**src/ait_pkg.sv**
```systemverilog
// constants, types and the timing table for the alu instruction timer
// assumes a single core clock; used by ait_alu_timing and ait_timing_rom
`default_nettype none
package ait_pkg;

    localparam int AIT_ADDR_TIME_W = 8;
    localparam int AIT_TOTAL_W     = 7;
    localparam int AIT_CNT_W       = 9;
    localparam int AIT_BUS_W       = 2;
    localparam int AIT_OP_W        = 5;

    localparam logic [AIT_CNT_W-1:0] AIT_MIN_SPAN = 9'h001;
    localparam logic [AIT_CNT_W-1:0] AIT_PF_BACK  = 9'h002;
    localparam logic [AIT_CNT_W-1:0] AIT_WR_BACK  = 9'h001;
    localparam logic [AIT_BUS_W-1:0] AIT_ONE_PF   = 2'h1;
    localparam logic [AIT_BUS_W-1:0] AIT_NO_PF    = 2'h0;

    typedef enum logic [AIT_OP_W-1:0] {
        AIT_OP_REG_ALU,
        AIT_OP_MEM_ALU,
        AIT_OP_ADDR_COMPARE,
        AIT_OP_BOUNDS_CHECK,
        AIT_OP_WORD_MULTIPLY,
        AIT_OP_LONG_MULTIPLY,
        AIT_OP_UNSIGNED_WORD_DIVIDE,
        AIT_OP_UNSIGNED_LONG_DIVIDE,
        AIT_OP_SIGNED_WORD_DIVIDE,
        AIT_OP_SIGNED_LONG_DIVIDE,
        AIT_OP_DECIMAL_REG,
        AIT_OP_DECIMAL_MEM,
        AIT_OP_EXTEND_REG,
        AIT_OP_EXTEND_MEM,
        AIT_OP_MEM_COMPARE,
        AIT_OP_BCD_PACK_REG,
        AIT_OP_BCD_UNPACK_REG,
        AIT_OP_BCD_PACK_MEM
    } ait_op_t;

    typedef enum logic [1:0] {
        AIT_CASE_BEST,
        AIT_CASE_CACHE,
        AIT_CASE_WORST
    } ait_case_t;

    typedef struct packed {
        logic                   add_time;
        logic [AIT_TOTAL_W-1:0] total;
        logic [AIT_BUS_W-1:0]   rd;
        logic [AIT_BUS_W-1:0]   pf;
        logic [AIT_BUS_W-1:0]   wr;
    } ait_entry_t;

    // row: add-address-time, best, cache, worst, reads, writes
    function automatic ait_entry_t ait_lookup(input logic [AIT_OP_W-1:0] op,
                                              input logic [1:0]          cse);
        logic [25:0] row;
        ait_entry_t  e;
        row = {1'h1, 7'h00, 7'h02, 7'h03, 2'h0, 2'h0};
        unique case (op)
            // RQ4 RQ14 register destination ops
            AIT_OP_REG_ALU:              row = {1'h1, 7'h00, 7'h02, 7'h03, 2'h0, 2'h0};
            // RQ5 RQ15 memory destination write
            AIT_OP_MEM_ALU:              row = {1'h1, 7'h03, 7'h04, 7'h06, 2'h0, 2'h1};
            // RQ6 address register compare
            AIT_OP_ADDR_COMPARE:         row = {1'h1, 7'h01, 7'h04, 7'h04, 2'h0, 2'h0};
            // RQ7 bounds check read
            AIT_OP_BOUNDS_CHECK:         row = {1'h1, 7'h10, 7'h12, 7'h12, 2'h1, 2'h0};
            // RQ8 word multiply
            AIT_OP_WORD_MULTIPLY:        row = {1'h1, 7'h19, 7'h1B, 7'h1C, 2'h0, 2'h0};
            // RQ9 long multiply
            AIT_OP_LONG_MULTIPLY:        row = {1'h1, 7'h29, 7'h2B, 7'h2C, 2'h0, 2'h0};
            // RQ10 unsigned word divide
            AIT_OP_UNSIGNED_WORD_DIVIDE: row = {1'h1, 7'h2A, 7'h2C, 7'h2C, 2'h0, 2'h0};
            // RQ11 unsigned long divide
            AIT_OP_UNSIGNED_LONG_DIVIDE: row = {1'h1, 7'h4C, 7'h4E, 7'h4F, 2'h0, 2'h0};
            // RQ12 signed word divide
            AIT_OP_SIGNED_WORD_DIVIDE:   row = {1'h1, 7'h36, 7'h38, 7'h39, 2'h0, 2'h0};
            // RQ13 signed long divide
            AIT_OP_SIGNED_LONG_DIVIDE:   row = {1'h1, 7'h58, 7'h5A, 7'h5B, 2'h0, 2'h0};
            // RQ16 decimal register, complete time
            AIT_OP_DECIMAL_REG:          row = {1'h0, 7'h04, 7'h04, 7'h05, 2'h0, 2'h0};
            // RQ17 decimal memory two reads
            AIT_OP_DECIMAL_MEM:          row = {1'h0, 7'h0E, 7'h10, 7'h11, 2'h2, 2'h1};
            // RQ18 extend register form
            AIT_OP_EXTEND_REG:           row = {1'h0, 7'h02, 7'h02, 7'h03, 2'h0, 2'h0};
            // RQ19 extend memory form
            AIT_OP_EXTEND_MEM:           row = {1'h0, 7'h0A, 7'h0C, 7'h0D, 2'h2, 2'h1};
            // RQ20 postincrement memory compare
            AIT_OP_MEM_COMPARE:          row = {1'h0, 7'h08, 7'h09, 7'h0A, 2'h2, 2'h0};
            // RQ21 register pack
            AIT_OP_BCD_PACK_REG:         row = {1'h0, 7'h03, 7'h06, 7'h07, 2'h0, 2'h0};
            // RQ21 register unpack
            AIT_OP_BCD_UNPACK_REG:       row = {1'h0, 7'h05, 7'h08, 7'h09, 2'h0, 2'h0};
            // RQ22 memory pack and unpack
            AIT_OP_BCD_PACK_MEM:         row = {1'h0, 7'h0B, 7'h0D, 7'h0D, 2'h1, 2'h1};
            default:                     row = {1'h1, 7'h00, 7'h02, 7'h03, 2'h0, 2'h0};
        endcase
        e.add_time = row[25];
        e.rd       = row[3:2];
        e.wr       = row[1:0];
        // RQ2 worst case holds the prefetch
        if (cse == AIT_CASE_BEST) begin
            e.total = row[24:18];
            e.pf    = AIT_NO_PF;
        end else if (cse == AIT_CASE_CACHE) begin
            e.total = row[17:11];
            e.pf    = AIT_NO_PF;
        end else begin
            e.total = row[10:4];
            e.pf    = AIT_ONE_PF;
        end
        return e;
    endfunction : ait_lookup

    // RQ3 address time added to table count when add_time is set
    function automatic logic [AIT_CNT_W-1:0] ait_span(input ait_entry_t                 e,
                                                      input logic [AIT_ADDR_TIME_W-1:0] at);
        logic [AIT_CNT_W-1:0] s;
        s = {2'h0, e.total};
        if (e.add_time) begin
            s = s + {1'h0, at};
        end
        if (s == '0) begin
            s = AIT_MIN_SPAN;
        end
        return s;
    endfunction : ait_span

endpackage : ait_pkg
`default_nettype wire

```
**src/ait_timing_rom.sv**
```systemverilog
// timing table memory: one entry per operation class and case
// assumes the caller pulses rd_en for one cycle; data appear after that edge
`timescale 1ns/1ps
`default_nettype none
module ait_timing_rom
    import ait_pkg::*;
(
    input  wire logic                core_clk,
    input  wire logic                reset_n,
    input  wire logic                rd_en,
    input  wire logic [AIT_OP_W-1:0] rd_op,
    input  wire logic [1:0]          rd_case,
    output var  ait_entry_t          entry_q
);

    // registered read, held until the next rd_en
    always_ff @(posedge core_clk or negedge reset_n) begin
        if (!reset_n) begin
            entry_q <= '0;
        end else if (rd_en) begin
            entry_q <= ait_lookup(rd_op, rd_case);
        end
    end

endmodule : ait_timing_rom
`default_nettype wire

```
**src/ait_alu_timing.sv**
```systemverilog
// alu instruction timer: paces arithmetic, immediate and decimal operations
// assumes the sequencer issues one operation at a time with its address time,
// and the bus interface serves each one-cycle read, prefetch and write pulse
// Function
// RQ1: bus cycles counted inside the total
// RQ2: worst case includes next prefetch
// RQ3: add address time to listed count
// RQ4: register alu ops take 0/2/3
// RQ5: memory alu ops 3/4/6 with write
// RQ6: address register compare takes 1/4/4
// RQ7: bounds check 16/18/18, one read
// RQ8: word multiply 25/27/28
// RQ9: long multiply 41/43/44
// RQ10: unsigned word divide 42/44/44
// RQ11: unsigned long divide 76/78/79
// RQ12: signed word divide 54/56/57
// RQ13: signed long divide 88/90/91
// RQ14: quick and immediate register ops 0/2/3
// RQ15: quick and immediate memory ops 3/4/6
// RQ16: register decimal 4/4/5, no address time
// RQ17: memory decimal 14/16/17, two reads, write
// RQ18: register extend ops 2/2/3
// RQ19: memory extend ops 10/12/13
// RQ20: memory compare 8/9/10, two reads
// RQ21: register pack 3/6/7, unpack 5/8/9
// RQ22: memory pack and unpack 11/13/13
// RQ23: completion pulse exactly at count end
`timescale 1ns/1ps
`default_nettype none
module ait_alu_timing
    import ait_pkg::*;
#(
    parameter int ADDR_TIME_W = AIT_ADDR_TIME_W
) (
    input  wire logic                   core_clk,
    input  wire logic                   reset_n,
    input  wire logic                   issue_valid,
    input  wire logic [AIT_OP_W-1:0]    issue_op,
    input  wire logic [1:0]             issue_case,
    input  wire logic [ADDR_TIME_W-1:0] addr_time,
    output logic                        issue_ready_q,
    output logic                        busy_q,
    output logic                        done_q,
    output logic                        rd_req_q,
    output logic                        pf_req_q,
    output logic                        wr_req_q
);

    generate
        if (ADDR_TIME_W < 1 || ADDR_TIME_W > AIT_ADDR_TIME_W) begin : g_bad_width
            $error("addr_time width out of range");
        end
    endgenerate

    typedef enum logic {
        ST_IDLE,
        ST_RUN
    } ait_state_t;

    ait_state_t                 state_q;
    ait_state_t                 state_d;
    ait_entry_t                 entry_q;
    logic [AIT_ADDR_TIME_W-1:0] addr_q;
    logic [AIT_CNT_W-1:0]       elap_q;
    logic [AIT_CNT_W-1:0]       span;
    logic                       take;
    logic                       last;

    assign take = issue_valid && (state_q == ST_IDLE);

    ait_timing_rom u_rom (
        .core_clk (core_clk),
        .reset_n  (reset_n),
        .rd_en    (take),
        .rd_op    (issue_op),
        .rd_case  (issue_case),
        .entry_q  (entry_q)
    );

    // RQ3 total is table count plus address time for entries with add_time set
    assign span = ait_span(entry_q, addr_q);
    assign last = (state_q == ST_RUN) && (elap_q == span - AIT_MIN_SPAN);

    always_comb begin
        state_d = state_q;
        unique case (state_q)
            ST_IDLE: begin
                if (take) begin
                    state_d = ST_RUN;
                end
            end
            ST_RUN: begin
                if (last) begin
                    state_d = ST_IDLE;
                end
            end
        endcase
    end

    always_ff @(posedge core_clk or negedge reset_n) begin
        if (!reset_n) begin
            state_q <= ST_IDLE;
        end else begin
            state_q <= state_d;
        end
    end

    // capture the address time with the issue
    always_ff @(posedge core_clk or negedge reset_n) begin
        if (!reset_n) begin
            addr_q <= '0;
        end else if (take) begin
            addr_q <= AIT_ADDR_TIME_W'(addr_time);
        end
    end

    // cycles elapsed since the issue
    always_ff @(posedge core_clk or negedge reset_n) begin
        if (!reset_n) begin
            elap_q <= '0;
        end else if (take) begin
            elap_q <= '0;
        end else if (state_q == ST_RUN) begin
            elap_q <= elap_q + AIT_MIN_SPAN;
        end
    end

    // RQ23 completion and handshake
    always_ff @(posedge core_clk or negedge reset_n) begin
        if (!reset_n) begin
            done_q        <= 1'b0;
            busy_q        <= 1'b0;
            issue_ready_q <= 1'b0;
        end else begin
            done_q        <= last;
            busy_q        <= (state_d == ST_RUN);
            issue_ready_q <= (state_d == ST_IDLE);
        end
    end

    // RQ1 bus cycles placed inside the total
    always_ff @(posedge core_clk or negedge reset_n) begin
        if (!reset_n) begin
            rd_req_q <= 1'b0;
            pf_req_q <= 1'b0;
            wr_req_q <= 1'b0;
        end else if (state_q == ST_RUN) begin
            rd_req_q <= elap_q < {{(AIT_CNT_W-AIT_BUS_W){1'b0}}, entry_q.rd};
            pf_req_q <= (entry_q.pf != '0) && (elap_q == span - AIT_PF_BACK);
            wr_req_q <= (entry_q.wr != '0) && (elap_q == span - AIT_WR_BACK);
        end else begin
            rd_req_q <= 1'b0;
            pf_req_q <= 1'b0;
            wr_req_q <= 1'b0;
        end
    end

    // checking helpers: expectations taken straight from the issue
    ait_entry_t           exp_q;
    logic [AIT_CNT_W-1:0] exp_span_q;
    logic [AIT_CNT_W-1:0] cyc_q;
    logic [AIT_BUS_W-1:0] rd_cnt_q;
    logic [AIT_BUS_W-1:0] pf_cnt_q;

    always_ff @(posedge core_clk or negedge reset_n) begin
        if (!reset_n) begin
            exp_q      <= '0;
            exp_span_q <= '0;
            cyc_q      <= '0;
            rd_cnt_q   <= '0;
            pf_cnt_q   <= '0;
        end else if (take) begin
            exp_q      <= ait_lookup(issue_op, issue_case);
            exp_span_q <= ait_span(ait_lookup(issue_op, issue_case),
                                   AIT_ADDR_TIME_W'(addr_time));
            cyc_q      <= '0;
            rd_cnt_q   <= '0;
            pf_cnt_q   <= '0;
        end else begin
            cyc_q      <= cyc_q + AIT_MIN_SPAN;
            rd_cnt_q   <= rd_cnt_q + {1'b0, rd_req_q};
            pf_cnt_q   <= pf_cnt_q + {1'b0, pf_req_q};
        end
    end

    a_done_span: assert property ( // RQ23
        @(posedge core_clk) disable iff (!reset_n)
        done_q |-> (cyc_q == exp_span_q) && issue_ready_q && !busy_q
    ) else $error("completion not at expected count");

    a_addr_time_sum: assert property ( // RQ3
        @(posedge core_clk) disable iff (!reset_n)
        take && issue_op == AIT_OP_LONG_MULTIPLY && issue_case == AIT_CASE_BEST
            && addr_time == ADDR_TIME_W'(1)
        |=> !done_q [*8] ##35 done_q
    ) else $error("address time not added");

    a_bus_counts: assert property ( // RQ1
        @(posedge core_clk) disable iff (!reset_n)
        done_q |-> rd_cnt_q == exp_q.rd && wr_req_q == (exp_q.wr != '0)
    ) else $error("bus cycle count wrong");

    a_bus_inside: assert property ( // RQ1
        @(posedge core_clk) disable iff (!reset_n)
        (rd_req_q || pf_req_q || wr_req_q) |-> $past(busy_q)
    ) else $error("bus cycle outside operation");

    a_worst_prefetch: assert property ( // RQ2
        @(posedge core_clk) disable iff (!reset_n)
        done_q |-> pf_cnt_q == ((exp_q.pf != '0) ? AIT_ONE_PF : AIT_NO_PF)
    ) else $error("prefetch count wrong");

    a_reg_alu_worst: assert property ( // RQ4
        @(posedge core_clk) disable iff (!reset_n)
        take && issue_op == AIT_OP_REG_ALU && issue_case == AIT_CASE_WORST
            && addr_time == '0
        |=> !done_q [*2] ##1 (pf_req_q && !done_q) ##1 done_q
    ) else $error("register alu worst case not 3");

    a_mem_alu_write: assert property ( // RQ5
        @(posedge core_clk) disable iff (!reset_n)
        take && issue_op == AIT_OP_MEM_ALU && issue_case == AIT_CASE_WORST
            && addr_time == '0
        |-> ##6 pf_req_q ##1 (wr_req_q && done_q)
    ) else $error("memory alu worst case wrong");

    a_bounds_read: assert property ( // RQ7
        @(posedge core_clk) disable iff (!reset_n)
        take && issue_op == AIT_OP_BOUNDS_CHECK
        |-> ##2 rd_req_q ##1 !rd_req_q
    ) else $error("bounds check read missing");

    a_decimal_fixed: assert property ( // RQ16
        @(posedge core_clk) disable iff (!reset_n)
        take && issue_op == AIT_OP_DECIMAL_REG && issue_case == AIT_CASE_BEST
        |-> ##5 done_q
    ) else $error("decimal register time wrong");

    a_decimal_worst: assert property ( // RQ16
        @(posedge core_clk) disable iff (!reset_n)
        take && issue_op == AIT_OP_DECIMAL_REG && issue_case == AIT_CASE_WORST
        |=> !done_q [*4] ##1 (pf_req_q && !done_q) ##1 done_q
    ) else $error("decimal register worst case wrong");

    a_busy_hold: assert property ( // RQ23
        @(posedge core_clk) disable iff (!reset_n)
        take |=> busy_q && !issue_ready_q
    ) else $error("busy not raised on issue");

    a_decimal_mem: assert property ( // RQ17
        @(posedge core_clk) disable iff (!reset_n)
        take && issue_op == AIT_OP_DECIMAL_MEM && issue_case == AIT_CASE_WORST
        |-> ##2 rd_req_q ##1 rd_req_q ##1 !rd_req_q ##13 pf_req_q ##1 (wr_req_q && done_q)
    ) else $error("memory decimal worst case wrong");

    a_extend_mem: assert property ( // RQ19
        @(posedge core_clk) disable iff (!reset_n)
        take && issue_op == AIT_OP_EXTEND_MEM && issue_case == AIT_CASE_BEST
        |-> ##2 rd_req_q [*2] ##1 !rd_req_q ##7 (wr_req_q && done_q)
    ) else $error("memory extend best case wrong");

    a_mem_compare: assert property ( // RQ20
        @(posedge core_clk) disable iff (!reset_n)
        take && issue_op == AIT_OP_MEM_COMPARE && issue_case == AIT_CASE_CACHE
        |=> !done_q [*8] ##1 !done_q ##1 (done_q && !wr_req_q)
    ) else $error("memory compare cache case wrong");

    a_unpack_worst: assert property ( // RQ21
        @(posedge core_clk) disable iff (!reset_n)
        take && issue_op == AIT_OP_BCD_UNPACK_REG && issue_case == AIT_CASE_WORST
        |=> !done_q [*8] ##1 (pf_req_q && !done_q) ##1 done_q
    ) else $error("register unpack worst case wrong");

    a_pack_mem: assert property ( // RQ22
        @(posedge core_clk) disable iff (!reset_n)
        take && issue_op == AIT_OP_BCD_PACK_MEM && issue_case == AIT_CASE_CACHE
        |-> ##2 rd_req_q ##1 !rd_req_q ##11 (wr_req_q && done_q)
    ) else $error("memory pack cache case wrong");

    a_extend_reg: assert property ( // RQ18
        @(posedge core_clk) disable iff (!reset_n)
        take && issue_op == AIT_OP_EXTEND_REG && issue_case == AIT_CASE_BEST
        |=> !done_q [*2] ##1 done_q
    ) else $error("register extend best case wrong");

    c_word_divide: cover property (
        @(posedge core_clk) disable iff (!reset_n)
        take && issue_op == AIT_OP_UNSIGNED_WORD_DIVIDE && issue_case == AIT_CASE_CACHE
    );

    c_long_divide: cover property (
        @(posedge core_clk) disable iff (!reset_n)
        take && issue_op == AIT_OP_SIGNED_LONG_DIVIDE && issue_case == AIT_CASE_WORST
    );

    c_mem_decimal: cover property (
        @(posedge core_clk) disable iff (!reset_n)
        done_q && wr_req_q && rd_cnt_q == 2'h2
    );

    c_back_to_back: cover property (
        @(posedge core_clk) disable iff (!reset_n)
        done_q && take
    );

endmodule : ait_alu_timing
`default_nettype wire

```
**config.mk**
```make
export PLATFORM = sky130hd
export DESIGN_NAME = ait_alu_timing
export DESIGN_NICKNAME = d
export VERILOG_FILES = /design/src/ait_pkg.sv /design/src/ait_timing_rom.sv /design/src/ait_alu_timing.sv
export SDC_FILE = /design/constraint.sdc
export NUM_CORES = 1
export LEC_CHECK = 0
export BUFFER_PORTS_ARGS = -buffer_cell sky130_fd_sc_hd__buf_2
export CORE_ASPECT_RATIO = 1.1
export CORE_MARGIN = 5
export CORE_UTILIZATION = 35
export CTS_CLUSTER_DIAMETER = 80
export DETAILED_ROUTE_END_ITERATION = 16
export GPL_TIMING_DRIVEN = 0
export PLACE_DENSITY_LB_ADDON = 0.2
export SYNTH_ARGS = -nofsm -noshare
export SYNTH_HDL_FRONTEND = slang
export SYNTH_SLANG_ARGS = --single-unit
```
**constraint.sdc**
```tcl
create_clock -name core_clk -period 11.9 [get_ports core_clk]
set_clock_uncertainty 0.05 [all_clocks]
set_input_delay 0 -clock core_clk [delete_from_list [all_inputs] [get_ports core_clk]]
set_output_delay 0 -clock core_clk [all_outputs]
set_load 0.01 [all_outputs]
```
==> results.ini, run 1 <==
[status]
outcome=completed

[critical_path]
critPathLaunchType=register
critPathArrivalTime_ns=4.64
worst-setup-path-type=reg2reg
crit_required_ns=12.08
startpoint=u_rom.entry_q[6]$_DFFE_PN0P_
r2r-start=u_rom.entry_q[6]$_DFFE_PN0P_
worst-path-max-fanout=8
critPathCaptureType=register

[pwr]
power_leakage_uw=0.001446
power_uw=1007
vdd_drop_max_v=0.00009766
powerDensity_nw_per_um2=291.5

[route]
wire_per_inst_um=15.72
finalWirelength_um=7595
ant_nets=0
wl_met1_um=3364
drc_errors=0
viasPerCell=5.582
drtPass1Iterations=4
drt-initial-drc-count=137
route.met2.wl_um=3847
dr.max_layer_used=met4
wl_met3_um=219
vias=2696

[layout]
seqCellArea_um2=875.8
fillCellCount=857
layout.nets=405
drive_gt1_share_pct=16.94
layout_commonest_cell=dfrtp_1
final_cell_mix=35 x dfrtp_1, 25 x a21oi_1, 24 x buf_2
antenna_cells=0
final_core_util_pct=41.30
syn_to_final_growth_pct=15.23
multiInputGateArea_um2=1987

[cts]
clockBufferDepth=2
numCtsBuffers=5
cts_tree=done
path_clk_slew_ns=0.08
clock-sinks=35
htree_levels=2
cts_resized=0
clk_latency_ns=0.29
postCtsSetupRepairBufs=0
clock-root-buffer=clkbuf_8
holdBufCountCts=10

[global_route]
grt_pass1_wl_um=13150
grt_overflow=0
grtUsageTotal_pct=15.05
grt_max_degree=36
grt_antenna_before_repair=0
grt_pass1_vias=2693

[sta]
slew_headroom_pct=46.89
layout_setup_ws_ns=7.437
drv_slew=0
setup_viol=0
tns_ns=0
whs_ns=0.05162
worst_pin_slew_ns=0.7966
min_period_ns=4.463
fin_crit_sh_pct=37.51
finalHoldViolations=0
fmax_mhz=224.0
rsz0062_at_grt=false

[place]
gp_congestion=0.8831
dp_slack_ns=7.500
dpl.hpwl_um=5906
io_buffers=21

[worst_hold_path]
hp-start=issue_case[1]
hold_path_class=in2reg

[synthesis]
synth.avg_cell_area_um2=9.003
synth-async-reset-ratio_pct=100.0
synthesis.nets=367
ys_seq_elements=35
ys_warn_count=0
synth_edf_count=0
ys_types=72
seq_area_frac_synth_pct=29.22
synth_area_um2=2998
synth_flop_cell=dfrtp_1
syn_inst=333

[die]
ios=24
die_w_um=98.24
initial_utilization_pct=35.84
core_um2=8364
rows=35
die_height_um=107.1
die_area_um2=10520

[run]
drv_cap=0

[metal layers]
layer | vias to the layer above | GRT usage, %
met5 | - | 0
met4 | 0 | 5.073
met3 | 16 | 1.431
met2 | 58 | 26.99
met1 | 1282 | 18.86
li1 | 1340 | -
[critical path, cell delays in order (launching register included)]
cell and delay (ns):
dfrtp_1 0.41, ha_1 0.26, fa_1 0.46, a21o_1 0.20
a211oi_1 0.50, nor2_4 0.14, and4_4 0.22, a21oi_2 0.21
ha_1 0.18, inv_1 0.06, a211o_1 0.27, nor3_1 0.34
nand3_1 0.16, nor4bb_1 0.29, a31oi_1 0.12, a2111oi_4 0.36
and2_1 0.19
[state kept, by name (all words and copies together), names as in the netlist]
signal and flops:
u_rom.entry_q 12, elap_q 9, addr_q 8, busy_q 1, done_q 1, issue_ready_q 1
pf_req_q 1, rd_req_q 1, wr_req_q 1
[cells in the mapped netlist (3+ instances only)]
cell	instances	area share (%)
o211ai_1	12	3.0
ha_1	15	6.3
nand4_1	6	1.3
a22o_1	7	2.0
or2b_1	3	0.75
o21ai_0	22	3.7
nand3b_1	5	1.3
clkbuf_1	14	1.8
xnor2_1	6	1.8
nor2_1	18	2.3
mux2i_1	3	1.0
nand2b_1	4	0.83
nor2b_1	3	0.63
buf_2	3	0.50
o31ai_1	5	1.3
nor3_1	4	0.67
a21oi_1	25	4.2
nand3_1	9	1.5
xor2_1	9	2.6
dfrtp_1	35	29
o2111ai_1	3	0.88
inv_1	11	1.4
a211oi_1	9	2.3
a211o_1	3	0.88
and3_1	5	1.0
a2111oi_0	3	0.88
mux2_2	12	4.5
nand2_1	21	2.6
a21o_1	4	1.0
[through the flow]
stage,area (um^2),std cells
2_1_floorplan,2998,333
3_3_place_gp,3242,465
3_5_place_dp,3242,465
4_1_cts,3455,483
5_1_grt,3455,483
6_report,3455,483
[path summary, 6_finish.rpt]
path / slack [ns] / depth (start not counted) / end
setup / recovery: 7.44 / 16 / wr_req_q$_DFF_PN0_
max in group asynchronous: 11.01 / 2 / addr_q[3]$_DFFE_PN0P_
hold / removal: 0.05 / 2 / u_rom.entry_q[2]$_DFFE_PN0P_
hold reg to reg: 0.42 / 2 / u_rom.entry_q[0]$_DFFE_PN0P_
min in group asynchronous: 0.28 / 2 / pf_req_q$_DFF_PN0_
setup reg to reg: 7.44 / 16 / wr_req_q$_DFF_PN0_
[final cells by class]
| class | count | area share (%) |
|---|---|---|
| Buffer | 20 | 2.716 |
| Timing Repair Buffer | 31 | 5.940 |
| Sequential cell | 35 | 25.35 |
| Multi-Input combinational cell | 267 | 57.52 |
| Tap cell | 111 | 4.020 |
| Inverter | 11 | 1.195 |
| Clock inverter | 3 | 1.268 |
| Clock buffer | 5 | 1.992 |
[power by group]
group	internal [uW]	switching, uW
Sequential	167	45.7
Clock	62.5	48.1
Combinational	310	374
Total	539	468
[kinds of logic after synthesis]
family / Yosys count / synth area share [%]
xor+xnor: 16 / 5.175
buf+inv: 31 / 4.507
mux: 16 / 6.260
flops: 35 / 29.22
fa+ha+maj: 16 / 6.928
compound gates: 113 / 26.63
simple gates: 106 / 21.29
Note: power is estimated with default switching activity, not from simulation.
==> run 2: changes to the inputs <==
--- a/config.mk
+++ b/config.mk
@@ -5,6 +5,7 @@
 export SDC_FILE = /design/constraint.sdc
 export NUM_CORES = 1
 export LEC_CHECK = 0
+export ABC_AREA = 1
 export BUFFER_PORTS_ARGS = -buffer_cell sky130_fd_sc_hd__buf_2
 export CORE_ASPECT_RATIO = 1.1
 export CORE_MARGIN = 5
==> constraint.sdc (replaced) <==
create_clock -name core_clk -period 4 [get_ports core_clk]
set_clock_uncertainty 0.05 [all_clocks]
set_input_delay 0 -clock core_clk [delete_from_list [all_inputs] [get_ports core_clk]]
set_output_delay 0 -clock core_clk [all_outputs]
set_load 0.01 [all_outputs]
==> run 2 against run 1 <==
Net effect: sequential cell count unchanged; area after synthesis increased by 0.17%; total power increased to 3.1 times the previous value; combinational power increased to 3.1 times the previous value; critical path type unchanged; critical endpoint is now issue_ready_q$_DFF_PN0_; largest cell class unchanged; highest routed layer unchanged.
==> results.ini, run 2 <==
[critical_path]
crit_chain=ha_1 -> fa_1 -> nand2_1 -> nand2_1 -> nand3_1 -> nand2_1 -> nand2_1 -> nand3_1 -> nand2_4 -> nor2_4 -> a21boi_1 -> ha_1 -> inv_1 -> nor2_1 -> nand2_1 -> or2_0 -> nand2_1 -> nor2_2 -> nand3_2 -> nand2_1
slowest_stage=dfrtp_1
worstReg2RegEnd=issue_ready_q$_DFF_PN0_
r2r-start=u_rom.entry_q[6]$_DFFE_PN0P_
critPathArrivalTime_ns=3.57
cpMostUsedCell=nand2_1
startpoint=u_rom.entry_q[6]$_DFFE_PN0P_
crit_required_ns=4.13
reg2reg_depth=20
worst-path-max-fanout=4
endpoint=issue_ready_q$_DFF_PN0_
critPathCaptureType=register
cpPeakStageDelay_ns=0.44
critPathLaunchType=register
worst-setup-path-type=reg2reg
rrSetupSlack_ns=0.56

[die]
die_height_um=107.1
rows=35
initial_utilization_pct=35.90
core_um2=8364
die_area_um2=10530
ios=24
die_w_um=98.32

[sta]
drv_slew=0
setup_viol=0
tns_ns=0
rsz0062_at_grt=false
min_period_ns=3.442
slew_headroom_pct=47.20
finalHoldViolations=0
fmax_mhz=290.6
fin_crit_sh_pct=86.04
worst_pin_slew_ns=0.7921

[status]
outcome=completed

[synthesis]
ys_warn_count=0
ys_types=39
syn_inst=458
ys_top_cells_by_area=dfrtp_1 29%, nand2_1 16%, inv_1 8.0%, nand3_1 6.3%, ha_1 6.3%
synth_flop_cell=dfrtp_1
synth_common_cells=131 x nand2_1, 64 x inv_1, 44 x nor2_1
ys_seq_elements=35
synth.most_common_cell=nand2_1
yosys.area.top_type=dfrtp_1
synth_area_um2=3003
synth_edf_count=0
synth-async-reset-ratio_pct=100.0
synthesis.nets=492
seq_area_frac_synth_pct=29.17
synth.avg_cell_area_um2=6.557
netlist.area_leader.share_pct=29.17

[layout]
largest_reg_flops=12
drive_gt1_share_pct=11.02
seqCellArea_um2=875.8
syn_to_final_growth_pct=15.88
fillCellCount=867
antenna_cells=0
layout.nets=532
top_register=u_rom.entry_q
layout_commonest_cell=nand2_1
final_cell_mix=131 x nand2_1, 64 x inv_1, 44 x nor2_1
multiInputGateArea_um2=1838
final_core_util_pct=41.60
top_regs=u_rom.entry_q: 12 flops, elap_q: 9 flops, addr_q: 8 flops

[global_route]
grtUsageTotal_pct=15.86
grt_pass1_vias=2975
grt_antenna_before_repair=0
grt_pass1_wl_um=13820
grt_overflow=0
grt_max_degree=36

[cts]
clk_latency_ns=0.29
cts_tree=done
numCtsBuffers=5
clockBufferDepth=2
clock-sinks=35
path_clk_slew_ns=0.08
clock-root-buffer=clkbuf_8
htree_levels=2

[route]
drt-initial-drc-count=141
viasPerCell=4.843
drc_errors=0
vias=2954
wire_per_inst_um=12.78
drtPass1Iterations=4
finalWirelength_um=7793
ant_nets=0

[place]
gp_congestion=0.8896
io_buffers=22
dpl.hpwl_um=6249

[pwr]
vdd_drop_max_v=0.0002675
power_leakage_uw=0.001801
powerDensity_nw_per_um2=891.7

[run]
drv_cap=0

[worst_hold_path]
hold_path_class=in2reg

[run 2: metrics by stage]
stage	total power (uW)	setup slack [ns]	instances	hold WS [ns]	area (um^2)
after floorplan	2323	1.009	458	-0.3456	3003
after global placement	2731	0.5465	591	0.08395	3252
after detailed placement	2765	0.5459	591	0.09492	3252
after CTS	3126	0.5225	610	0.03809	3480
after global routing	3496	0.2263	610	0.07032	3480
final	3103	0.5583	610	0.04437	3480
[run 2: power by group]
group | total [uW] | leakage, uW | switching, uW | internal (uW)
Sequential | 656 | 0.000433 | 156 | 501
Clock | 340 | 0.0000612 | 138 | 202
Combinational | 2110 | 0.00131 | 1330 | 778
[run 2: how the worst min path moves through the flow]
stage / start / end / depth (start not counted) / slack [ns]
2_1_floorplan: reset_n / addr_q[0]$_DFFE_PN0P_ / 0 / -0.35
3_3_place_gp: reset_n / addr_q[0]$_DFFE_PN0P_ / 1 / 0.08
3_5_place_dp: reset_n / addr_q[1]$_DFFE_PN0P_ / 1 / 0.09
4_1_cts: issue_op[4] / u_rom.entry_q[0]$_DFFE_PN0P_ / 4 / 0.04
5_1_grt: issue_op[4] / u_rom.entry_q[0]$_DFFE_PN0P_ / 4 / 0.07
6_report: issue_op[4] / u_rom.entry_q[0]$_DFFE_PN0P_ / 4 / 0.04
[run 2: kinds of logic after synthesis]
kind of cell	share of synthesized area, %
and+or+nand+nor	37.37
buffers and inverters	9.625
AOI/OAI and AO/OA	13.13
DFF	29.17
adders and majority gates	6.917
xor gates and xnor gates	3.792
[run 2: cell type report]
| class | count | area share, % |
|---|---|---|
| plain buffers | 10 | 1.187 |
| clock buffers | 6 | 2.373 |
| clock inverters | 2 | 1.007 |
| inverters | 66 | 7.120 |
| multi-input cells | 347 | 52.82 |
| flip-flops and latches | 35 | 25.17 |
| well taps | 111 | 3.991 |
| repair buffers | 33 | 6.329 |
[run 2: worst max-delay path, delay by kind of cell, from the launching register on]
family | cells | cell delay, ns
compound gates | 1 | 0.27
fa+ha+maj | 3 | 0.90
buf+inv | 1 | 0.09
flops | 1 | 0.44
simple gates | 15 | 1.58
[run 2: routing by layer]
| layer | part of all wire (%) | GRT usage (%) | vias up | wire [um] |
|---|---|---|---|---|
| met5 | 0 | 0 | - | 0 |
| met4 | 1.7 | 5.659 | 0 | 129 |
| met3 | 2.9 | 1.757 | 10 | 224 |
| met2 | 48 | 27.63 | 43 | 3772 |
| li1 | - | - | 1567 | - |
| met1 | 47 | 20.19 | 1334 | 3666 |
[run 2: what timing repair did]
action                    CTS  global route
setup buffers               0             0
gates resized for setup     0             0
hold endpoints to repair   48             0
hold buffers               11             0
